**config.mk**
```make
export PLATFORM = sky130hd
export DESIGN_NAME = fspr_regs
export DESIGN_NICKNAME = d
export VERILOG_FILES = /design/src/fspr_pkg.sv /design/src/fspr_fwd_decide.sv /design/src/fspr_map_mem.sv /design/src/fspr_regs.sv
export SDC_FILE = /design/constraint.sdc
export NUM_CORES = 1
export LEC_CHECK = 0
export BUFFER_PORTS_ARGS = -buffer_cell sky130_fd_sc_hd__buf_2
export CAP_MARGIN = 40
export CORE_UTILIZATION = 25
export CTS_CLUSTER_DIAMETER = 80
export DETAILED_ROUTE_END_ITERATION = 6
export PLACE_DENSITY = 0.43
export SYNTH_ARGS = -nofsm -noshare
export SYNTH_HDL_FRONTEND = slang
export SYNTH_SLANG_ARGS = --single-unit
```
**constraint.sdc**
```tcl
create_clock -name i_clk -period 2.72 [get_ports i_clk]
set_input_delay 0 -clock i_clk [delete_from_list [all_inputs] [get_ports i_clk]]
set_output_delay 0 -clock i_clk [all_outputs]
set_load 0.02 [all_outputs]
```
**src/fspr_pkg.sv**
```systemverilog
// shared constants, carrier types and the port-map decoder
package fspr_pkg;

	// clock rate, in kHz, so that ms times become cycles directly
	localparam int unsigned CLK_KHZ = 250000;

	// ingress rate-limit unit periods, in ms as printed
	localparam int unsigned PERIOD_SHORT_MS = 16;
	localparam int unsigned PERIOD_MID_MS = 64;
	localparam int unsigned PERIOD_LONG_MS = 256;
	localparam int unsigned CYC_SHORT = PERIOD_SHORT_MS * CLK_KHZ;
	localparam int unsigned CYC_MID = PERIOD_MID_MS * CLK_KHZ;
	localparam int unsigned CYC_LONG = PERIOD_LONG_MS * CLK_KHZ;
	localparam int unsigned CNT_W = 26;

	// register offsets on the management port
	localparam logic [7:0] ADDR_UNK_VID = 8'h85;
	localparam logic [7:0] ADDR_SELF_IPMC = 8'h86;
	localparam logic [7:0] ADDR_RATE_TAG = 8'h87;
	localparam logic [7:0] ADDR_MAP_FIRST = 8'h90;
	localparam logic [7:0] ADDR_MAP_LAST = 8'h9F;
	localparam int unsigned MAP_REGS = 16;

	// field positions
	localparam int unsigned FWD_EN_BIT = 5;
	localparam int unsigned SELF_FLT_BIT = 6;
	localparam int unsigned PERIOD_LSB = 4;
	localparam int unsigned QUEUE_BIT = 3;
	localparam int unsigned TAG_SEL_BIT = 2;
	localparam int unsigned MAP_MSB = 4;

	// reset values
	localparam logic [4:0] RST_MAP5 = 5'h00;
	localparam logic [1:0] RST_PERIOD = 2'h1;
	localparam logic [7:0] RST_TOS_MAP = 8'h00;

	// period field encodings; upper bit set means the long period
	localparam logic [1:0] PERIOD_SHORT = 2'h0;
	localparam logic [1:0] PERIOD_MID = 2'h1;

	// register access request from the management interface
	typedef struct packed {
		logic wr;
		logic rd;
		logic [7:0] addr;
		logic [7:0] wdata;
	} fspr_reg_req_t;

	// forwarding decision for one class of unknown packet
	typedef struct packed {
		logic override;
		logic filter;
		logic [3:0] mask;
	} fspr_fwd_res_t;

	typedef struct packed {
		logic valid;
		fspr_fwd_res_t res;
	} fspr_dec_state_t;

	typedef struct packed {
		logic [MAP_REGS-1:0][7:0] word;
		logic [7:0] rdata;
		logic [1:0] prio;
		logic prio_valid;
	} fspr_mem_state_t;

	typedef struct packed {
		logic [4:0] vid_map;
		logic vid_en;
		logic [4:0] ipmc_map;
		logic ipmc_en;
		logic self_en;
		logic [1:0] period;
		logic queue_en;
		logic tag_sel;
		logic rd_pend;
		logic rd_is_map;
		logic [7:0] rd_ctrl;
		logic [7:0] rdata;
		logic rvalid;
		logic [CNT_W-1:0] cnt;
		logic tick;
		logic self_drop;
		logic self_valid;
		logic tag_insert;
		logic tag_valid;
	} fspr_state_t;

	// five-bit map: bits 4:1 are ports 4..1, bit 0 is ignored
	function automatic fspr_fwd_res_t fspr_decode_map(input logic en, input logic [4:0] map);
		fspr_fwd_res_t r;
		r.override = en;
		r.mask = en ? map[4:1] : 4'h0;
		// 00000 filters; 00001 is reserved and also filters
		r.filter = en && (map[4:1] == 4'h0);
		return r;
	endfunction

endpackage

```
**src/fspr_fwd_decide.sv**
```systemverilog
// registered forwarding decision for one class of unknown packet
`timescale 1ns/1ns
module fspr_fwd_decide (
	// clock and reset
	input wire logic i_clk,
	input wire logic i_nrst,
	// configuration
	input wire logic i_en,
	input wire logic [4:0] i_map,
	// decision request and answer
	input wire logic i_req,
	output fspr_pkg::fspr_dec_state_t o_dec
);

	fspr_pkg::fspr_dec_state_t st_ff;
	fspr_pkg::fspr_dec_state_t nxt_st;

	// result held until the next request; valid is one cycle
	always_comb begin
		nxt_st = st_ff;
		nxt_st.valid = i_req;
		if (i_req) begin
			nxt_st.res = fspr_pkg::fspr_decode_map(i_en, i_map);
		end
	end

	always_ff @(posedge i_clk or negedge i_nrst) begin
		if (!i_nrst) begin
			st_ff <= '0;
		end else begin
			st_ff <= nxt_st;
		end
	end

	assign o_dec = st_ff;

endmodule

```
**src/fspr_map_mem.sv**
```systemverilog
// priority map storage: 16 bytes of 2-bit entries, two read ports
`timescale 1ns/1ns
module fspr_map_mem (
	// clock and reset
	input wire logic i_clk,
	input wire logic i_nrst,
	// register-side write and read
	input wire logic i_wr,
	input wire logic [3:0] i_waddr,
	input wire logic [7:0] i_wdata,
	input wire logic [3:0] i_raddr,
	output logic [7:0] o_rdata,
	// lookup by the upper six bits of the tos byte
	input wire logic i_look,
	input wire logic [5:0] i_code,
	output logic [1:0] o_prio,
	output logic o_prio_valid
);

	fspr_pkg::fspr_mem_state_t st_ff;
	fspr_pkg::fspr_mem_state_t nxt_st;

	// write last in the copy, reads see the stored (old) value
	always_comb begin
		logic [7:0] w;
		w = st_ff.word[i_code[5:2]];
		nxt_st = st_ff;
		nxt_st.rdata = st_ff.word[i_raddr];
		nxt_st.prio_valid = i_look;
		nxt_st.prio = w[{i_code[1:0], 1'b0} +: 2];
		if (i_wr) begin
			nxt_st.word[i_waddr] = i_wdata;
		end
	end

	// every entry clears to zero at reset
	always_ff @(posedge i_clk or negedge i_nrst) begin
		if (!i_nrst) begin
			st_ff <= '0;
		end else begin
			st_ff <= nxt_st;
		end
	end

	assign o_rdata = st_ff.rdata;
	assign o_prio = st_ff.prio;
	assign o_prio_valid = st_ff.prio_valid;

endmodule

```
**src/fspr_regs.sv**
```systemverilog
// forwarding policy registers: unknown packets, self filter, rate, tos map
// Functional notes
// - unknown-VID enable bit 5 lets the unknown-VID map steer forwarding
// - map 00000/00001 filter, bits 4:1 select ports 4..1, bit 0 ignored
// - unknown IP multicast enable uses its own map, decoded the same way
// - self filter enable bit 6 drops own-address packets at egress
// - own MAC address comes from the address registers 104-109
// - period field: 00 16ms, 01 64ms, 1x 256ms; resets to 01
// - bit 3 set gives per-queue egress limiting, clear gives per-port
// - bit 2 picks per-source tag insertion, else port control 0 bit 2
// - 64 two-bit entries, indexed by upper six TOS bits, give priority
// - code 0x02 uses bits 5:4, code 0x01 uses bits 3:2, reset zero
// - later map registers continue the pattern up to code 0x3F
`timescale 1ns/1ns
module fspr_regs #(
	parameter int unsigned P_CYC_SHORT = fspr_pkg::CYC_SHORT,
	parameter int unsigned P_CYC_MID = fspr_pkg::CYC_MID,
	parameter int unsigned P_CYC_LONG = fspr_pkg::CYC_LONG
) (
	// clock and reset
	input wire logic i_clk,
	input wire logic i_nrst,
	// management register port
	input fspr_pkg::fspr_reg_req_t i_reg,
	output logic [7:0] o_reg_rdata,
	output logic o_reg_rvalid,
	// unknown packet decisions: index 0 unknown VID, 1 unknown IP multicast
	input wire logic [1:0] i_unk_req,
	output fspr_pkg::fspr_dec_state_t o_unk_dec [2],
	// self-address check at the egress port
	input wire logic [47:0] i_self_mac,
	input wire logic i_self_chk,
	input wire logic [47:0] i_egr_da,
	output logic o_self_drop,
	output logic o_self_valid,
	// tos priority lookup
	input wire logic i_tos_req,
	input wire logic [7:0] i_tos,
	output logic [1:0] o_prio,
	output logic o_prio_valid,
	// tag insertion decision
	input wire logic i_tag_req,
	input wire logic [1:0] i_tag_src,
	input wire logic [3:0] i_ctrl8_insert,
	input wire logic [3:0] i_ctrl0_insert,
	output logic o_tag_insert,
	output logic o_tag_valid,
	// rate-limit controls
	output logic o_period_tick,
	output logic [1:0] o_period_sel,
	output logic o_queue_egress,
	output logic o_tag_per_source
);

	// port timing, all on the rising edge:
	// - a write lands at its own edge; the field shows from the next cycle
	// - a read is taken at its edge and answered with o_reg_rvalid two edges later
	// - reads and writes may come every cycle; answers leave in request order
	// - a read and a write at one edge: the read returns the old byte
	// - decisions, self check, tos lookup and tag pick answer one edge later
	// - each valid is a one-cycle pulse; results hold until the next request, except o_prio, which follows i_tos every cycle
	// - a tos lookup sees the map as it stood before a write at the same edge
	// unit period:
	// - the counter runs 0..N-1 and the tick pulses once every N cycles
	// - any write to the period register restarts the count from zero
	// - real periods are millions of cycles, so tests shrink the parameters
	// limits:
	// - reserved and unmapped bits read as zero and ignore writes
	// - map code 00001 is taken as a filter, the same as 00000
	// - a disabled class reports no override and leaves handling to the datapath

	fspr_pkg::fspr_state_t st_ff;
	fspr_pkg::fspr_state_t nxt_st;

	// map memory hookup
	logic map_wr;
	logic [3:0] map_waddr;
	logic [3:0] map_raddr;
	logic [7:0] map_rdata;
	logic [1:0] map_prio;
	logic map_prio_valid;

	// per-class configuration for the decision units
	logic [1:0] unk_en;
	logic [4:0] unk_map [2];

	// shared register decode
	logic wr_rate;
	logic rd_map;
	logic [7:0] rd_image;

	// address window test, used for both write and read
	function automatic logic in_map(input logic [7:0] a);
		return (a >= fspr_pkg::ADDR_MAP_FIRST) && (a <= fspr_pkg::ADDR_MAP_LAST);
	endfunction

	// byte image of a control register; reserved bits read as zero
	function automatic logic [7:0] ctrl_image(input fspr_pkg::fspr_state_t s,
		input logic [7:0] a);
		logic [7:0] d;
		d = 8'h00;
		case (a)
			// enable over the five-bit map
			fspr_pkg::ADDR_UNK_VID: begin
				d[fspr_pkg::FWD_EN_BIT] = s.vid_en;
				d[fspr_pkg::MAP_MSB:0] = s.vid_map;
			end
			// self filter, then enable over the map
			fspr_pkg::ADDR_SELF_IPMC: begin
				d[fspr_pkg::SELF_FLT_BIT] = s.self_en;
				d[fspr_pkg::FWD_EN_BIT] = s.ipmc_en;
				d[fspr_pkg::MAP_MSB:0] = s.ipmc_map;
			end
			// period, queue mode and tag selection
			fspr_pkg::ADDR_RATE_TAG: begin
				d[fspr_pkg::PERIOD_LSB +: 2] = s.period;
				d[fspr_pkg::QUEUE_BIT] = s.queue_en;
				d[fspr_pkg::TAG_SEL_BIT] = s.tag_sel;
			end
			default: begin
				d = 8'h00;
			end
		endcase
		return d;
	endfunction

	// last count of the selected unit period
	function automatic logic [fspr_pkg::CNT_W-1:0] period_last(input logic [1:0] p);
		logic [fspr_pkg::CNT_W-1:0] n;
		case (p)
			fspr_pkg::PERIOD_SHORT: n = fspr_pkg::CNT_W'(P_CYC_SHORT - 1);
			fspr_pkg::PERIOD_MID: n = fspr_pkg::CNT_W'(P_CYC_MID - 1);
			default: n = fspr_pkg::CNT_W'(P_CYC_LONG - 1);
		endcase
		return n;
	endfunction

	// map writes and reads go straight to the memory, index = offset - first
	always_comb begin
		map_wr = i_reg.wr && in_map(i_reg.addr);
		map_waddr = i_reg.addr[3:0];
		map_raddr = i_reg.addr[3:0];
	end

	// shared address decode; the read image is taken before any same-edge write
	always_comb begin
		wr_rate = i_reg.wr && (i_reg.addr == fspr_pkg::ADDR_RATE_TAG);
		rd_map = in_map(i_reg.addr);
		rd_image = ctrl_image(st_ff, i_reg.addr);
	end

	// next state of all control fields and pipelines
	always_comb begin
		nxt_st = st_ff;
		// tick is a one-cycle pulse unless the period ends below
		nxt_st.tick = 1'b0;

		// writes touch only writable fields; reserved bits stay at default
		if (i_reg.wr) begin
			case (i_reg.addr)
				// unknown VID class
				fspr_pkg::ADDR_UNK_VID: begin
					nxt_st.vid_en = i_reg.wdata[fspr_pkg::FWD_EN_BIT];
					nxt_st.vid_map = i_reg.wdata[fspr_pkg::MAP_MSB:0];
				end
				// self filter and unknown IP multicast class
				fspr_pkg::ADDR_SELF_IPMC: begin
					nxt_st.self_en = i_reg.wdata[fspr_pkg::SELF_FLT_BIT];
					nxt_st.ipmc_en = i_reg.wdata[fspr_pkg::FWD_EN_BIT];
					nxt_st.ipmc_map = i_reg.wdata[fspr_pkg::MAP_MSB:0];
				end
				// rate-limit and tag controls
				fspr_pkg::ADDR_RATE_TAG: begin
					nxt_st.period = i_reg.wdata[fspr_pkg::PERIOD_LSB +: 2];
					nxt_st.queue_en = i_reg.wdata[fspr_pkg::QUEUE_BIT];
					nxt_st.tag_sel = i_reg.wdata[fspr_pkg::TAG_SEL_BIT];
				end
				default: begin
					nxt_st.vid_en = st_ff.vid_en;
				end
			endcase
		end

		// read: capture in cycle 1, present in cycle 2 for every address
		nxt_st.rd_pend = i_reg.rd;
		if (i_reg.rd) begin
			nxt_st.rd_is_map = rd_map;
			nxt_st.rd_ctrl = rd_image;
		end
		// answer stage: the memory byte has had one cycle to come out
		nxt_st.rvalid = st_ff.rd_pend;
		if (st_ff.rd_pend) begin
			if (st_ff.rd_is_map) begin
				nxt_st.rdata = map_rdata;
			end else begin
				nxt_st.rdata = st_ff.rd_ctrl;
			end
		end

		// free-running unit period; a new period value restarts the count
		if (wr_rate) begin
			// restart so that a new period starts whole
			nxt_st.cnt = '0;
		end else if (st_ff.cnt >= period_last(st_ff.period)) begin
			// last count of the period: wrap and pulse
			nxt_st.cnt = '0;
			nxt_st.tick = 1'b1;
		end else begin
			nxt_st.cnt = st_ff.cnt + 1'b1;
		end

		// own-address compare; the address itself lives in 104-109
		nxt_st.self_valid = i_self_chk;
		if (i_self_chk) begin
			if (st_ff.self_en && (i_egr_da == i_self_mac)) begin
				nxt_st.self_drop = 1'b1;
			end else begin
				nxt_st.self_drop = 1'b0;
			end
		end

		// tag insertion: per source from control 8, else control 0 bit 2
		nxt_st.tag_valid = i_tag_req;
		if (i_tag_req) begin
			if (st_ff.tag_sel) begin
				nxt_st.tag_insert = i_ctrl8_insert[i_tag_src];
			end else begin
				nxt_st.tag_insert = i_ctrl0_insert[i_tag_src];
			end
		end
	end

	// control state and pipelines
	always_ff @(posedge i_clk or negedge i_nrst) begin
		if (!i_nrst) begin
			st_ff <= '0;
			// fields whose defaults come from the package
			st_ff.vid_map <= fspr_pkg::RST_MAP5;
			st_ff.ipmc_map <= fspr_pkg::RST_MAP5;
			st_ff.period <= fspr_pkg::RST_PERIOD;
		end else begin
			st_ff <= nxt_st;
		end
	end

	// priority map memory; lookups see the code in tos bits 7:2
	fspr_map_mem u_map (
		.i_clk(i_clk),
		.i_nrst(i_nrst),
		.i_wr(map_wr),
		.i_waddr(map_waddr),
		.i_wdata(i_reg.wdata),
		.i_raddr(map_raddr),
		.o_rdata(map_rdata),
		.i_look(i_tos_req),
		.i_code(i_tos[7:2]),
		.o_prio(map_prio),
		.o_prio_valid(map_prio_valid)
	);

	// configuration of the two unknown-packet classes
	always_comb begin
		unk_en[0] = st_ff.vid_en;
		unk_map[0] = st_ff.vid_map;
		unk_en[1] = st_ff.ipmc_en;
		unk_map[1] = st_ff.ipmc_map;
	end

	// one decision unit per class; both share the same map decoding
	for (genvar g = 0; g < 2; g++) begin : g_unk
		fspr_fwd_decide u_dec (
			.i_clk(i_clk),
			.i_nrst(i_nrst),
			.i_en(unk_en[g]),
			.i_map(unk_map[g]),
			.i_req(i_unk_req[g]),
			.o_dec(o_unk_dec[g])
		);
	end

	// register port answer
	assign o_reg_rdata = st_ff.rdata;
	assign o_reg_rvalid = st_ff.rvalid;

	// egress self-address verdict
	assign o_self_drop = st_ff.self_drop;
	assign o_self_valid = st_ff.self_valid;

	// priority straight from the memory's output register
	assign o_prio = map_prio;
	assign o_prio_valid = map_prio_valid;

	// tag insertion verdict
	assign o_tag_insert = st_ff.tag_insert;
	assign o_tag_valid = st_ff.tag_valid;

	// rate-limit tick and levels, all from flip-flops
	assign o_period_tick = st_ff.tick;
	assign o_period_sel = st_ff.period;
	assign o_queue_egress = st_ff.queue_en;
	assign o_tag_per_source = st_ff.tag_sel;

endmodule

```
; ---- Word-level counts from Yosys, hierarchy flattened
; Cells that the tools add are included.
[totals]
input_bits = 139
mem_bits_ro = 0
latch_bits = 0
ram_bits = 0
mem_count = 0
reg_bits = 219
[classes]
mux = 25
magnitude_cmp = 7
mul = 0
shifts = 1
div = 0
n_reduce_logical = 13
n_bitwise = 0
n_eq_ne = 5
add_sub_neg = 1
[op_table]
columns = cell, n
row1 = $bwmux 128, 1
row2 = $mux 26, 3
row3 = $bmux 8 s4, 2
row4 = $pmux 26 s2, 1
row5 = $eq 48x48->1, 1
row6 = $demux 8 s4, 1
row7 = $mux 8, 4
row8 = $add 26x1->26 const B, 1
row9 = $ge 26x26->1, 1
row10 = $eq 8x8->1 const B, 3
row11 = $pmux 4 s3, 1
row12 = $lt 4x5->1 const B, 2
row13 = $ge 8x8->1 const B, 1
row14 = $le 8x8->1 const B, 1
row15 = $logic_not 4->1, 2
row16 = $mux 4, 2
row17 = $shiftx 8x4->2, 1
row18 = $logic_and 1x1->1, 7
row19 = $mux 1, 7
row20 = $reduce_and 2->1, 3
row21 = $bmux 1 s2, 2
row22 = $ge 4x1->1 const B, 1
row23 = $pmux 2 s2, 1
row24 = $lt 2x3->1 const B, 1
row25 = other kinds (2), 2

; ---- Longest topological paths before layout
; Gate-level depths: netlist of run 1.
[depth]
ltp_word = 6
mapped_depth = 10

; ---- Hierarchy
; Synthesis of run 1 repeated with hierarchy kept, for this count alone.
[hier_totals]
cells_unflattened = 899
area_unflattened_um2 = 11979.0
[modules_own_cells]
columns = module, area_per_inst_um2, cells_each, instances
row1 = fspr_map_mem, 7368.3, 451, 1
row2 = fspr_regs, 4045.1, 398, 1
row3 = fspr_fwd_decide, 282.8, 25, 2

; ---- Worst setup path after synthesis of run 1
; Ideal clock, no wire load.
[synth_path]
path_kind = register -> register
start = register st_ff, in the netlist o_period_sel[1]
end = register st_ff[12] in the netlist's numbering
arrival_ns = 2.131
stages_incl_launch_ff = 9
period_less_slack_ns = 2.217
setup_slack_ns = 0.503
t_required_ns = 2.634
path_buffers = 1
setup_ns = 0.086
path_cell_list = dfrtp_1 or2_2 inv_1 ha_1 and3_1 a221oi_1 o211ai_2 buf_6 nor3_1
[synth_rtl]
columns = element, line_no
row1 = from (decl), fspr_regs.sv:72  ; fspr_pkg::fspr_state_t st_ff;
row2 = from (signal assigned), fspr_regs.sv:242  ; st_ff <= nxt_st;

==> impl_metrics.toml, run 1 <==
[cts]
cts_tree = "yes"
root_buffer = "clkbuf_16"
cts_setup_buffers = 0
cts_made_buffers = 28
clk_latency_ps = 560
cts.htree.levels = 1
path_clk_slew_ps = 60
cts_sinks = 219
ctsLongestPathBuffers = 3

[sta]
skew_ps = 9.729
grt_setup_unrepaired = "no"
tightest_slew_ps = 780.8
setup_viol = 0
drv_slew = 0
period_share_pct = 89.30
max_freq_ghz = 0.4117
relSlewSlack_pct = 47.82
period_needed_ps = 2429
fin_setup_tns_ps = 0
whs_ps = 17.57
hold_viol_final = 0

[synth]
synthTopCellsByArea = "dfrtp_1 47%, mux4_2 14%, mux2_2 14%, xnor2_1 3.2%, xor2_1 2.2%"
ys_ff_latch = 219
synth_edf_count = 0
synth_ff_type = "dfrtp_1"
async_flop_share_pct = 100.0
synth_top_area_share_pct = 46.97
yosysSeqAreaShare_pct = 47.19
synthCells = 863
synthesis.area_mm2 = 0.01161
synth_nets = 1015
synth_top_area_cell = "dfrtp_1"
yosys-top-cells-count = "218 x dfrtp_1, 144 x mux2_2, 74 x mux4_2, 42 x xnor2_1, 29 x xor2_1"
syn_avg_cell_area_um2 = 13.46
yosysWarnings = 0
synth_most_common_cell = "dfrtp_1"
yosysUniqueCellTypes = 59

[status]
status = "completed"

[placement]
placed_area_mm2 = 0.01322
gp_congestion = 0.8361
hpwl_mm = 24.75
port_buffers = 171

[critical_path]
critical_path_class = "register to register"
rrSetupSlack_ps = 290
end_kind = "register"
crit_arrival_ps = 2880
reg2reg_depth = 8
path_delay_family = "simple AND/OR/NAND/NOR gates"
worstPathCellList = "or2_2, inv_1, ha_1, and3_1, a221oi_1, o211ai_2, buf_4, nor3_1"
reg2reg_from = "o_period_sel[1]$_DFFE_PN0P_"
crit_path_start_kind = "register"
crit_path_top_delay_cell = "dfrtp_2"
worstReg2RegEnd = "st_ff[14]$_DFF_PN0_"
cp.required_ps = 3170
crit_fanout = 26
path_depth = 8
critPathBufInv = 2
cpPeakStageDelay_ps = 460

[cells_and_area]
num-nets-final = 1212
drive_gt1_share_pct = 45.28
design_area_mm2 = 0.01433
syn2layout_area_growth_pct = 23.39
num-fill-cells = 4605
fin_util_pct = 31.44

[global_route]
grt_pass1_wl_mm = 53.41
grt_antenna_before_repair = 0
grt_pass1_vias = 8324
grt_overflow = 0
track_usage_pct = 14.93
grt_max_degree = 71

[route]
antenna_left = 0
wl_met2_mm = 15.82
vias = 7903
routed.top_layer = "met4"
drtIter0Drc = 408
firstDrtPassIters = 4
routed_wl_mm = 34.47
viasPerCell = 4.701
wire_per_inst_um = 20.50
dr_wl_met3_mm = 1.441
drc = 0
drt-met1-wl_mm = 16.46

[floorplan]
die_height_um = 217.5
pin_count = 174
fp-row-count = 78
initial_utilization_pct = 25.48
die_w_um = 217.5
core_mm2 = 0.04558
die_area_mm2 = 0.04733

[power_and_ir_drop]
finalPower_mw = 8.126
ir_drop_v = 0.0004011
powerDensity_mw_per_mm2 = 567.0
p_leak_nw = 6.600

[hold_path]
hp-class = "input pin to async pin"

[flow_run]
drv_cap = 0
per-stage QoR:
stage / std cells / setup slack (ps)
after CTS: 1680 / 236.1
after floorplan: 863 / 503.4
after detailed placement: 1606 / 231.3
after global placement: 1606 / 239.8
final: 1681 / 291.0
after global routing: 1680 / 64.87
per-layer routing:
layer | track usage [%] | vias up
met4 | 3.850 | 0
met2 | 23.18 | 144
met1 | 21.41 | 4103
met3 | 2.497 | 45
li1 | - | 3611
met5 | 0 | -
worst max-delay path by stage:
stage,from,endpoint,slack (ps)
detailed placement,o_period_sel[1]$_DFFE_PN0P_,st_ff[14]$_DFF_PN0_,230
floorplan,o_period_sel[1]$_DFFE_PN0P_,st_ff[12]$_DFF_PN0_,500
CTS,o_period_sel[1]$_DFFE_PN0P_,st_ff[14]$_DFF_PN0_,240
finish,o_period_sel[1]$_DFFE_PN0P_,st_ff[14]$_DFF_PN0_,290
global placement,o_period_sel[1]$_DFFE_PN0P_,st_ff[18]$_DFF_PN0_,240
global route,o_period_sel[1]$_DFFE_PN0P_,st_ff[14]$_DFF_PN0_,60
kinds of logic (layout without fill, tap and decap cells):
group / count (synthesis) / in the layout / synth area share [%]
other cells: 0 / 1 / 0
compound gates: 68 / 68 / 3.910
simple gates: 159 / 159 / 7.659
xor+xnor: 71 / 71 / 5.354
flops: 219 / 219 / 47.19
fa+ha+maj: 13 / 13 / 1.400
mux: 244 / 244 / 30.90
buf+inv: 89 / 306 / 3.587
timing repair:
| action | CTS | global route |
|---|---|---|
| hold buffers | 24 | 0 |
| resized for setup | 0 | 1 |
| hold endpoints to repair | 316 | 0 |
| setup endpoints to repair | 0 | 2 |
layout by cell type (no fill, tap or decap), types with 8 or more instances in the layout:
master / synthesis / layout
dfrtp_1: 218 / 217
buf_2: 15 / 170
mux2_2: 144 / 144
mux4_2: 74 / 74
xnor2_1: 42 / 42
xor2_1: 29 / 29
clkbuf_16: 0 / 29
buf_4: 13 / 29
inv_1: 28 / 28
nor3_1: 28 / 28
nand2_1: 27 / 27
nand3_1: 24 / 24
dlygate4sd3_1: 0 / 24
nor2_1: 19 / 19
mux2i_1: 18 / 18
nand4_1: 18 / 18
o21ai_0: 16 / 16
a21oi_1: 14 / 14
ha_1: 13 / 13
o22ai_1: 8 / 8
a22oi_1: 8 / 8
mux2_4: 8 / 8
where the power goes:
| group | switching, mW | internal (mW) | leakage, nW |
|---|---|---|---|
| Clock | 1.46 | 2.05 | 0.427 |
| Combinational | 0.496 | 0.511 | 3.20 |
| Sequential | 0.153 | 3.45 | 2.97 |
| Total | 2.11 | 6.01 | 6.60 |
area by class of cell:
class	instances	area (um2)	area share (%)
multi-input cells	555	5717	39.89
repair buffers	228	1404	9.796
well taps	600	750.7	5.238
flip-flops and latches	219	5483	38.26
diodes	1	2.502	0.01746
clock buffers	40	807.0	5.631
clock inverters	10	62.56	0.4365
inverters	28	105.1	0.7334
registers in the layout, indices dropped and copies added (netlist names):
signal / flops
u_map.o_prio: 2
o_tag_per_source: 1
u_map.st_ff: 128
nxt_st: 1
o_tag_valid: 1
u_map.o_rdata: 8
o_reg_rvalid: 1
o_period_sel: 2
st_ff: 47
o_period_tick: 1
o_tag_insert: 1
g_unk.u_dec.o_dec: 14
u_map.o_prio_valid: 1
o_queue_egress: 1
o_self_valid: 1
o_reg_rdata: 8
o_self_drop: 1
No activity file was read; power rests on OpenSTA's default activity.
==> inputs of run 2 (changes only) <==
Settings changed: ABC_AREA set to 1.
==> run 2 against run 1 <==
Compared with the run above: the run now ends with DRC left; critical path depth increased by 2; sequential power about the same; global-route usage increased by 1.8 points; worst hold slack improved by 28 ps; cell area increased by 2.8%; clock power increased by 11%; register-to-register slack improved by 20 ps; first-iteration DRC count increased by 100%; die area increased by 2.2%; critical path type is now input pin to register; critical endpoint is now u_map.st_ff[92]$_DFFE_PN0P_.
==> impl_metrics.toml, run 2 <==
[power_and_ir_drop]
share_seq_of_total_power_pct = 41.9
p_sw_mw = 2.366
powerDensity_mw_per_mm2 = 583.2
p_sw_share_pct = 27.55
clock_power_share_pct = 45.4
p_int_mw = 6.222
p_leak_nw = 7.048
combPwrFrac_pct = 12.8
ir_drop_v = 0.0004752
finalPower_mw = 8.588

[critical_path]
cp.required_ps = 3170
crit_path_top_delay_cell = "dlygate4sd3_1"
crit_arrival_ps = 3080
crit_path_start_kind = "input pin"
reg2reg_depth = 10
reg2reg_from = "u_map.st_ff[73]$_DFFE_PN0P_"
worstPathCellList = "dlygate4sd3_1, buf_2, nor2_1, dlygate4sd3_1, nand2_1, nor2_1, nand2_1, nor2_1, nand2_1, o21ai_0"
worstReg2RegEnd = "u_map.o_prio[0]$_DFF_PN0_"
endpoint = "u_map.st_ff[92]$_DFFE_PN0P_"
critical_path_class = "input pin to register"
rrSetupSlack_ps = 310
crit_fanout = 16
cpPeakStageDelay_ps = 550
end_kind = "register"
startpoint = "i_reg[14]"

[synth]
synth_top_area_cell = "dfrtp_1"
synth_ff_type = "dfrtp_1"
synthTopCellsByArea = "dfrtp_1 46%, nand2_1 17%, o21ai_0 7.2%, nand3_1 5.6%, a22oi_1 4.0%"
synth_edf_count = 0
synth_nets = 1739
yosysSeqAreaShare_pct = 46.15
yosys-top-cells-count = "553 x nand2_1, 218 x dfrtp_1, 171 x o21ai_0, 134 x nand3_1, 116 x inv_1"
syn_avg_cell_area_um2 = 7.484
yosysUniqueCellTypes = 37
ys_ff_latch = 219
yosysWarnings = 0
synth_top_area_share_pct = 45.93
synth_most_common_cell = "nand2_1"
synthesis.area_mm2 = 0.01188
synthCells = 1587
async_flop_share_pct = 100.0

[sta]
relSlewSlack_pct = 45.11
worst_slack_ps = 87.92
skew_ps = 16.15
grt_setup_unrepaired = "yes"
tightest_slew_ps = 822.4
period_share_pct = 96.77
hold_viol_final = 0
setup_viol = 0
period_needed_ps = 2632
drv_slew = 0
max_freq_ghz = 0.3799

[cells_and_area]
drive_gt1_share_pct = 14.21
num-nets-final = 1924
num_antenna_cells = 0
regMostFlops = "u_map.st_ff"
final_cells = 2401
design_area_mm2 = 0.01473
syn2layout_area_growth_pct = 23.99
final_common_cell = "nand2_1"
num-fill-cells = 4999
most-common-layout-cells = "552 x nand2_1, 218 x dfrtp_1, 171 x o21ai_0"
largest_register_ffs = 128

[flow_run]
drv_cap = 0

[cts]
cts_made_buffers = 29
cts_sinks = 219
ctsLongestPathBuffers = 3
root_buffer = "clkbuf_16"
cts.htree.levels = 1
cts_setup_buffers = 0
cts_tree = "yes"
path_clk_slew_ps = 60
clk_latency_ps = 560

[route]
firstDrtPassIters = 7
antenna_left = 0
viasPerCell = 4.706
drc = 58
routed_wl_mm = 40.92
drtIter0Drc = 833
vias = 11300
wire_per_inst_um = 17.04

[placement]
port_buffers = 171
placed_area_mm2 = 0.01327
dp.cells = 2300
hpwl_mm = 27.48
dp_slack_ps = 374.3
gp_congestion = 0.8486

[status]
status = "finished with violations"
violations = "DRC"

[floorplan]
core_mm2 = 0.04675
die_area_mm2 = 0.04839
die_height_um = 220.0
die_w_um = 220.0
initial_utilization_pct = 25.40
fp-row-count = 79
pin_count = 174

[global_route]
grt_pass1_wl_mm = 62.45
track_usage_pct = 16.72
grt_max_degree = 92
grt_overflow = 0
grt_pass1_vias = 10880
grt_antenna_before_repair = 2

[hold_path]
hp-class = "input pin to register"
## run 2: final cells by class
type	instances	area [um2]	share of cell area, %
clock inverter	12	120.1	0.8156
clock buffer	41	850.8	5.777
multi-input combinational	1165	5489	37.27
tap	607	759.5	5.157
inverter	119	446.7	3.033
sequential	219	5482	37.22
timing repair buffer	238	1579	10.72
## run 2: per-layer routing
layer | up-vias | share of wire, % | GRT usage, % | wire (um)
li1 | 5571 | - | - | -
met1 | 5307 | 48 | 24.01 | 19590
met2 | 379 | 44 | 26.53 | 18020
met3 | 41 | 6.5 | 2.126 | 2672
met4 | 0 | 1.6 | 3.701 | 636
met5 | - | 0 | 0 | 0
## run 2: cells by family (layout without fill, tap and decap cells)
kind of cell / count (synthesis) / in the layout / synth area share (%)
buffers and inverters: 203 / 410 / 7.722
AND/OR/NAND/NOR: 843 / 843 / 29.10
adder cells (fa/ha/maj): 13 / 13 / 1.369
AO/OA/AOI/OAI: 282 / 282 / 13.67
flip-flops: 219 / 219 / 46.15
XOR/XNOR: 27 / 27 / 1.991
## run 2: timing repair
item | 4_1_cts | 5_1_grt
hold buffers | 48 | 0
resized for setup | 0 | 2
endpoints found under the hold margin | 150 | 0
setup endpoints to repair | 0 | 32
## run 2: worst min path at each step
stage,cells past startpoint,endpoint,startpoint
2_1_floorplan,0,g_unk[0].u_dec.o_dec[0]$_DFFE_PN0P_,i_nrst
3_3_place_gp,1,o_period_tick$_DFF_PN0_,i_nrst
3_5_place_dp,1,o_period_tick$_DFF_PN0_,i_nrst
4_1_cts,5,u_map.o_rdata[6]$_DFF_PN0_,i_reg[11]
5_1_grt,2,u_map.o_prio_valid$_DFF_PN0_,i_tos_req
6_report,3,u_map.st_ff[26]$_DFFE_PN0P_,i_reg[7]
## run 2: per-stage QoR
| step | hold slack [ps] | util [%] | TNS, ps |
|---|---|---|---|
| after floorplan | -295.6 | - | 0 |
| after global placement | 86.38 | 28.29 | 0 |
| after detailed placement | 87.48 | 28.38 | 0 |
| after CTS | 20.99 | 31.48 | 0 |
| after global routing | 89.90 | 31.50 | -937.8 |
| final | 45.11 | 31.50 | 0 |
## run 2: critical path, delay by kind of cell
kind,cells,cell delay (ps)
buffers and inverters,3,1210
AND/OR/NAND/NOR,6,1530
AO/OA/AOI/OAI,1,330
## run 2: power by group through the flow
stage          clock network [mW]  registers, mW  logic [mW]
4_1_cts                      4.01           3.59        1.11
3_5_place_dp                    0           3.65        1.05
5_1_grt                      4.12           3.62        1.24
6_report                     3.90           3.59        1.10
3_3_place_gp                    0           3.64        1.03
2_1_floorplan                   0           3.62       0.604
==> inputs of run 3 (changes only) <==
Settings changed: CORE_ASPECT_RATIO set to 2, PLACE_DENSITY 0.43 to 0.51, RECOVER_POWER set to 25.
==> run 3 against run 2 <==
Compared with the run above: the run ends with capacitance limit, slew limit left; die area rose by 0.11%; fmax rose by 5.6%; via count fell by 0.73%; sequential power barely moved; non-clock buffer count fell by 29; first-iteration DRC count fell by 18%; routed wire length rose by 2.4%; cell count fell by 1.0%; cell area fell by 4.0%; critical path depth did not move; largest cell class is now registers; largest power group is now sequential cells.
==> impl_metrics.toml, run 3 (synthesis gave the netlist of run 2 again) <==
[status]
violations = "capacitance limit, slew limit"
status = "finished with violations"

[cells_and_area]
most-common-layout-cells = "553 x nand2_1, 218 x dfrtp_1, 171 x o21ai_0"
regMostFlops = "u_map.st_ff"
num-nets-final = 1887
final_common_cell = "nand2_1"
syn2layout_area_growth_pct = 19.01
final_cells = 2376
num_antenna_cells = 0
largest_register_ffs = 128
drive_gt1_share_pct = 13.21

[cts]
root_buffer = "clkbuf_16"
cts_tree = "yes"
path_clk_slew_ps = 70
cts_made_buffers = 21
cts_sinks = 219
post_cts_resized = 0
clk_latency_ps = 520
postCtsHoldBufs = 24
ctsLongestPathBuffers = 3
cts.htree.levels = 1
cts_setup_buffers = 0

[power_and_ir_drop]
p_leak_nw = 6.724
powerDensity_mw_per_mm2 = 550.0
ir_drop_v = 0.0004116

[global_route]
grt_pass1_vias = 11370
grt_overflow = 0
use_met1_pct = 17.35
gr-usage-met3_pct = 1.755
grt_busiest_layer = "met2"
grt_util_met2_pct = 33.85
track_usage_pct = 17.51
grt_antenna_before_repair = 2
grt_max_degree = 77
grt_pass1_wl_mm = 64.10

[sta]
fin_setup_tns_ps = 0
max_freq_ghz = 0.4010
tightest_slew_ps = 1775
period_share_pct = 91.68
drv_slew = 66
worst_slack_ps = 226.3
hold_viol_final = 0
relSlewSlack_pct = -18.30
setup_viol = 0
skew_ps = 16.96
period_needed_ps = 2494
grt_setup_unrepaired = "no"

[floorplan]
die_area_mm2 = 0.04844
initial_utilization_pct = 25.38
pin_count = 174
die_w_um = 156.1
fp-row-count = 112
die_height_um = 310.3
core_mm2 = 0.04680

[route]
drtIter0Drc = 681
wire_per_inst_um = 17.63
routed_wl_mm = 41.89
antenna_left = 0
vias = 11220
drc = 0
firstDrtPassIters = 6
viasPerCell = 4.721

[critical_path]
cp.required_ps = 3120
crit_fanout = 3
path_depth = 10
critical_path_class = "register to register"
rrSetupSlack_ps = 230
path_delay_family = "buffers and inverters"
worstReg2RegEnd = "u_map.o_prio[1]$_DFF_PN0_"
worstPathCellList = "nand2_1, nand3_1, nand3_1, nand2_1, nand2_1, nand3_1, nand3_1, dlygate4sd3_1, nand2_1, dlygate4sd3_1"
cpPeakStageDelay_ps = 580
crit_path_top_delay_cell = "dlygate4sd3_1"
critPathBufInv = 2
reg2reg_from = "u_map.st_ff[104]$_DFFE_PN0P_"
end_kind = "register"
reg2reg_depth = 10
crit_arrival_ps = 2890
crit_path_start_kind = "register"

[placement]
port_buffers = 171
dp.cells = 2315
gp_congestion = 0.9416
dp_slack_ps = 345.9
hpwl_mm = 30.45

[hold_path]
hold_start = "i_tos[7]"
whs_path_depth = 5
hp-class = "input pin to register"
hold_end = "u_map.o_prio[0]$_DFF_PN0_"

[flow_run]
drv_cap = 1
-- run 3: changes by cell type in the layout (fill, tap and decap cells not counted), moves of 4 or more --
cell           before  now
dlygate4sd3_1      48   24
clkbuf_8            8    1
clkinvlp_4          0    4
buf_2             170  165
clkbuf_16          29   21
clkinv_2            8    2
-- run 3: layout make-up --
type                            instances  area [um2]
Clock buffer                           22       539.3
Clock inverter                         15       182.7
Fill cell                            5115       32670
Inverter                              119       446.7
Multi-Input combinational cell       1165        5482
Sequential cell                       219        5482
Tap cell                              627       784.5
Timing Repair Buffer                  209        1220
-- run 3: through the flow --
| step | utilization [%] | hold WS (ps) | total power, mW | area (um2) |
|---|---|---|---|---|
| after global routing | 30.20 | 45.43 | 8.115 | 14140 |
| after CTS | 30.26 | 21.91 | 7.887 | 14160 |
| after detailed placement | 28.21 | 2.127 | 4.686 | 13200 |
| after global placement | 28.21 | -2.301 | 4.663 | 13200 |
| after floorplan | - | -295.6 | 4.226 | 11880 |
| final | 30.20 | 24.53 | 7.775 | 14140 |
-- run 3: worst max-delay path by stage --
stage,endpoint,start
floorplan,st_ff[16]$_DFF_PN0_,o_period_sel[1]$_DFFE_PN0P_
global placement,st_ff[12]$_DFF_PN0_,o_period_sel[1]$_DFFE_PN0P_
detailed placement,st_ff[14]$_DFF_PN0_,o_period_sel[1]$_DFFE_PN0P_
CTS,u_map.o_prio[1]$_DFF_PN0_,u_map.st_ff[104]$_DFFE_PN0P_
global route,st_ff[8]$_DFF_PN0_,o_period_sel[1]$_DFFE_PN0P_
finish,u_map.o_prio[1]$_DFF_PN0_,u_map.st_ff[104]$_DFFE_PN0P_
-- run 3: metal layers --
layer,vias up,share of wire (%)
met5,-,0.060
met4,4,6.6
met3,104,4.4
met2,346,54
met1,5286,35
li1,5476,-
-- run 3: power by group --
group	switching [mW]	leakage (nW)	internal (mW)
Combinational	0.673	3.40	0.377
Sequential	0.149	2.98	3.44
Clock	1.38	0.342	1.76
-- run 3: worst min-delay path, cell delays in order --
cell and delay (ps):
buf_2 150, nand2_1 80, nand3_1 60, nand3_1 60
nand2_1 120
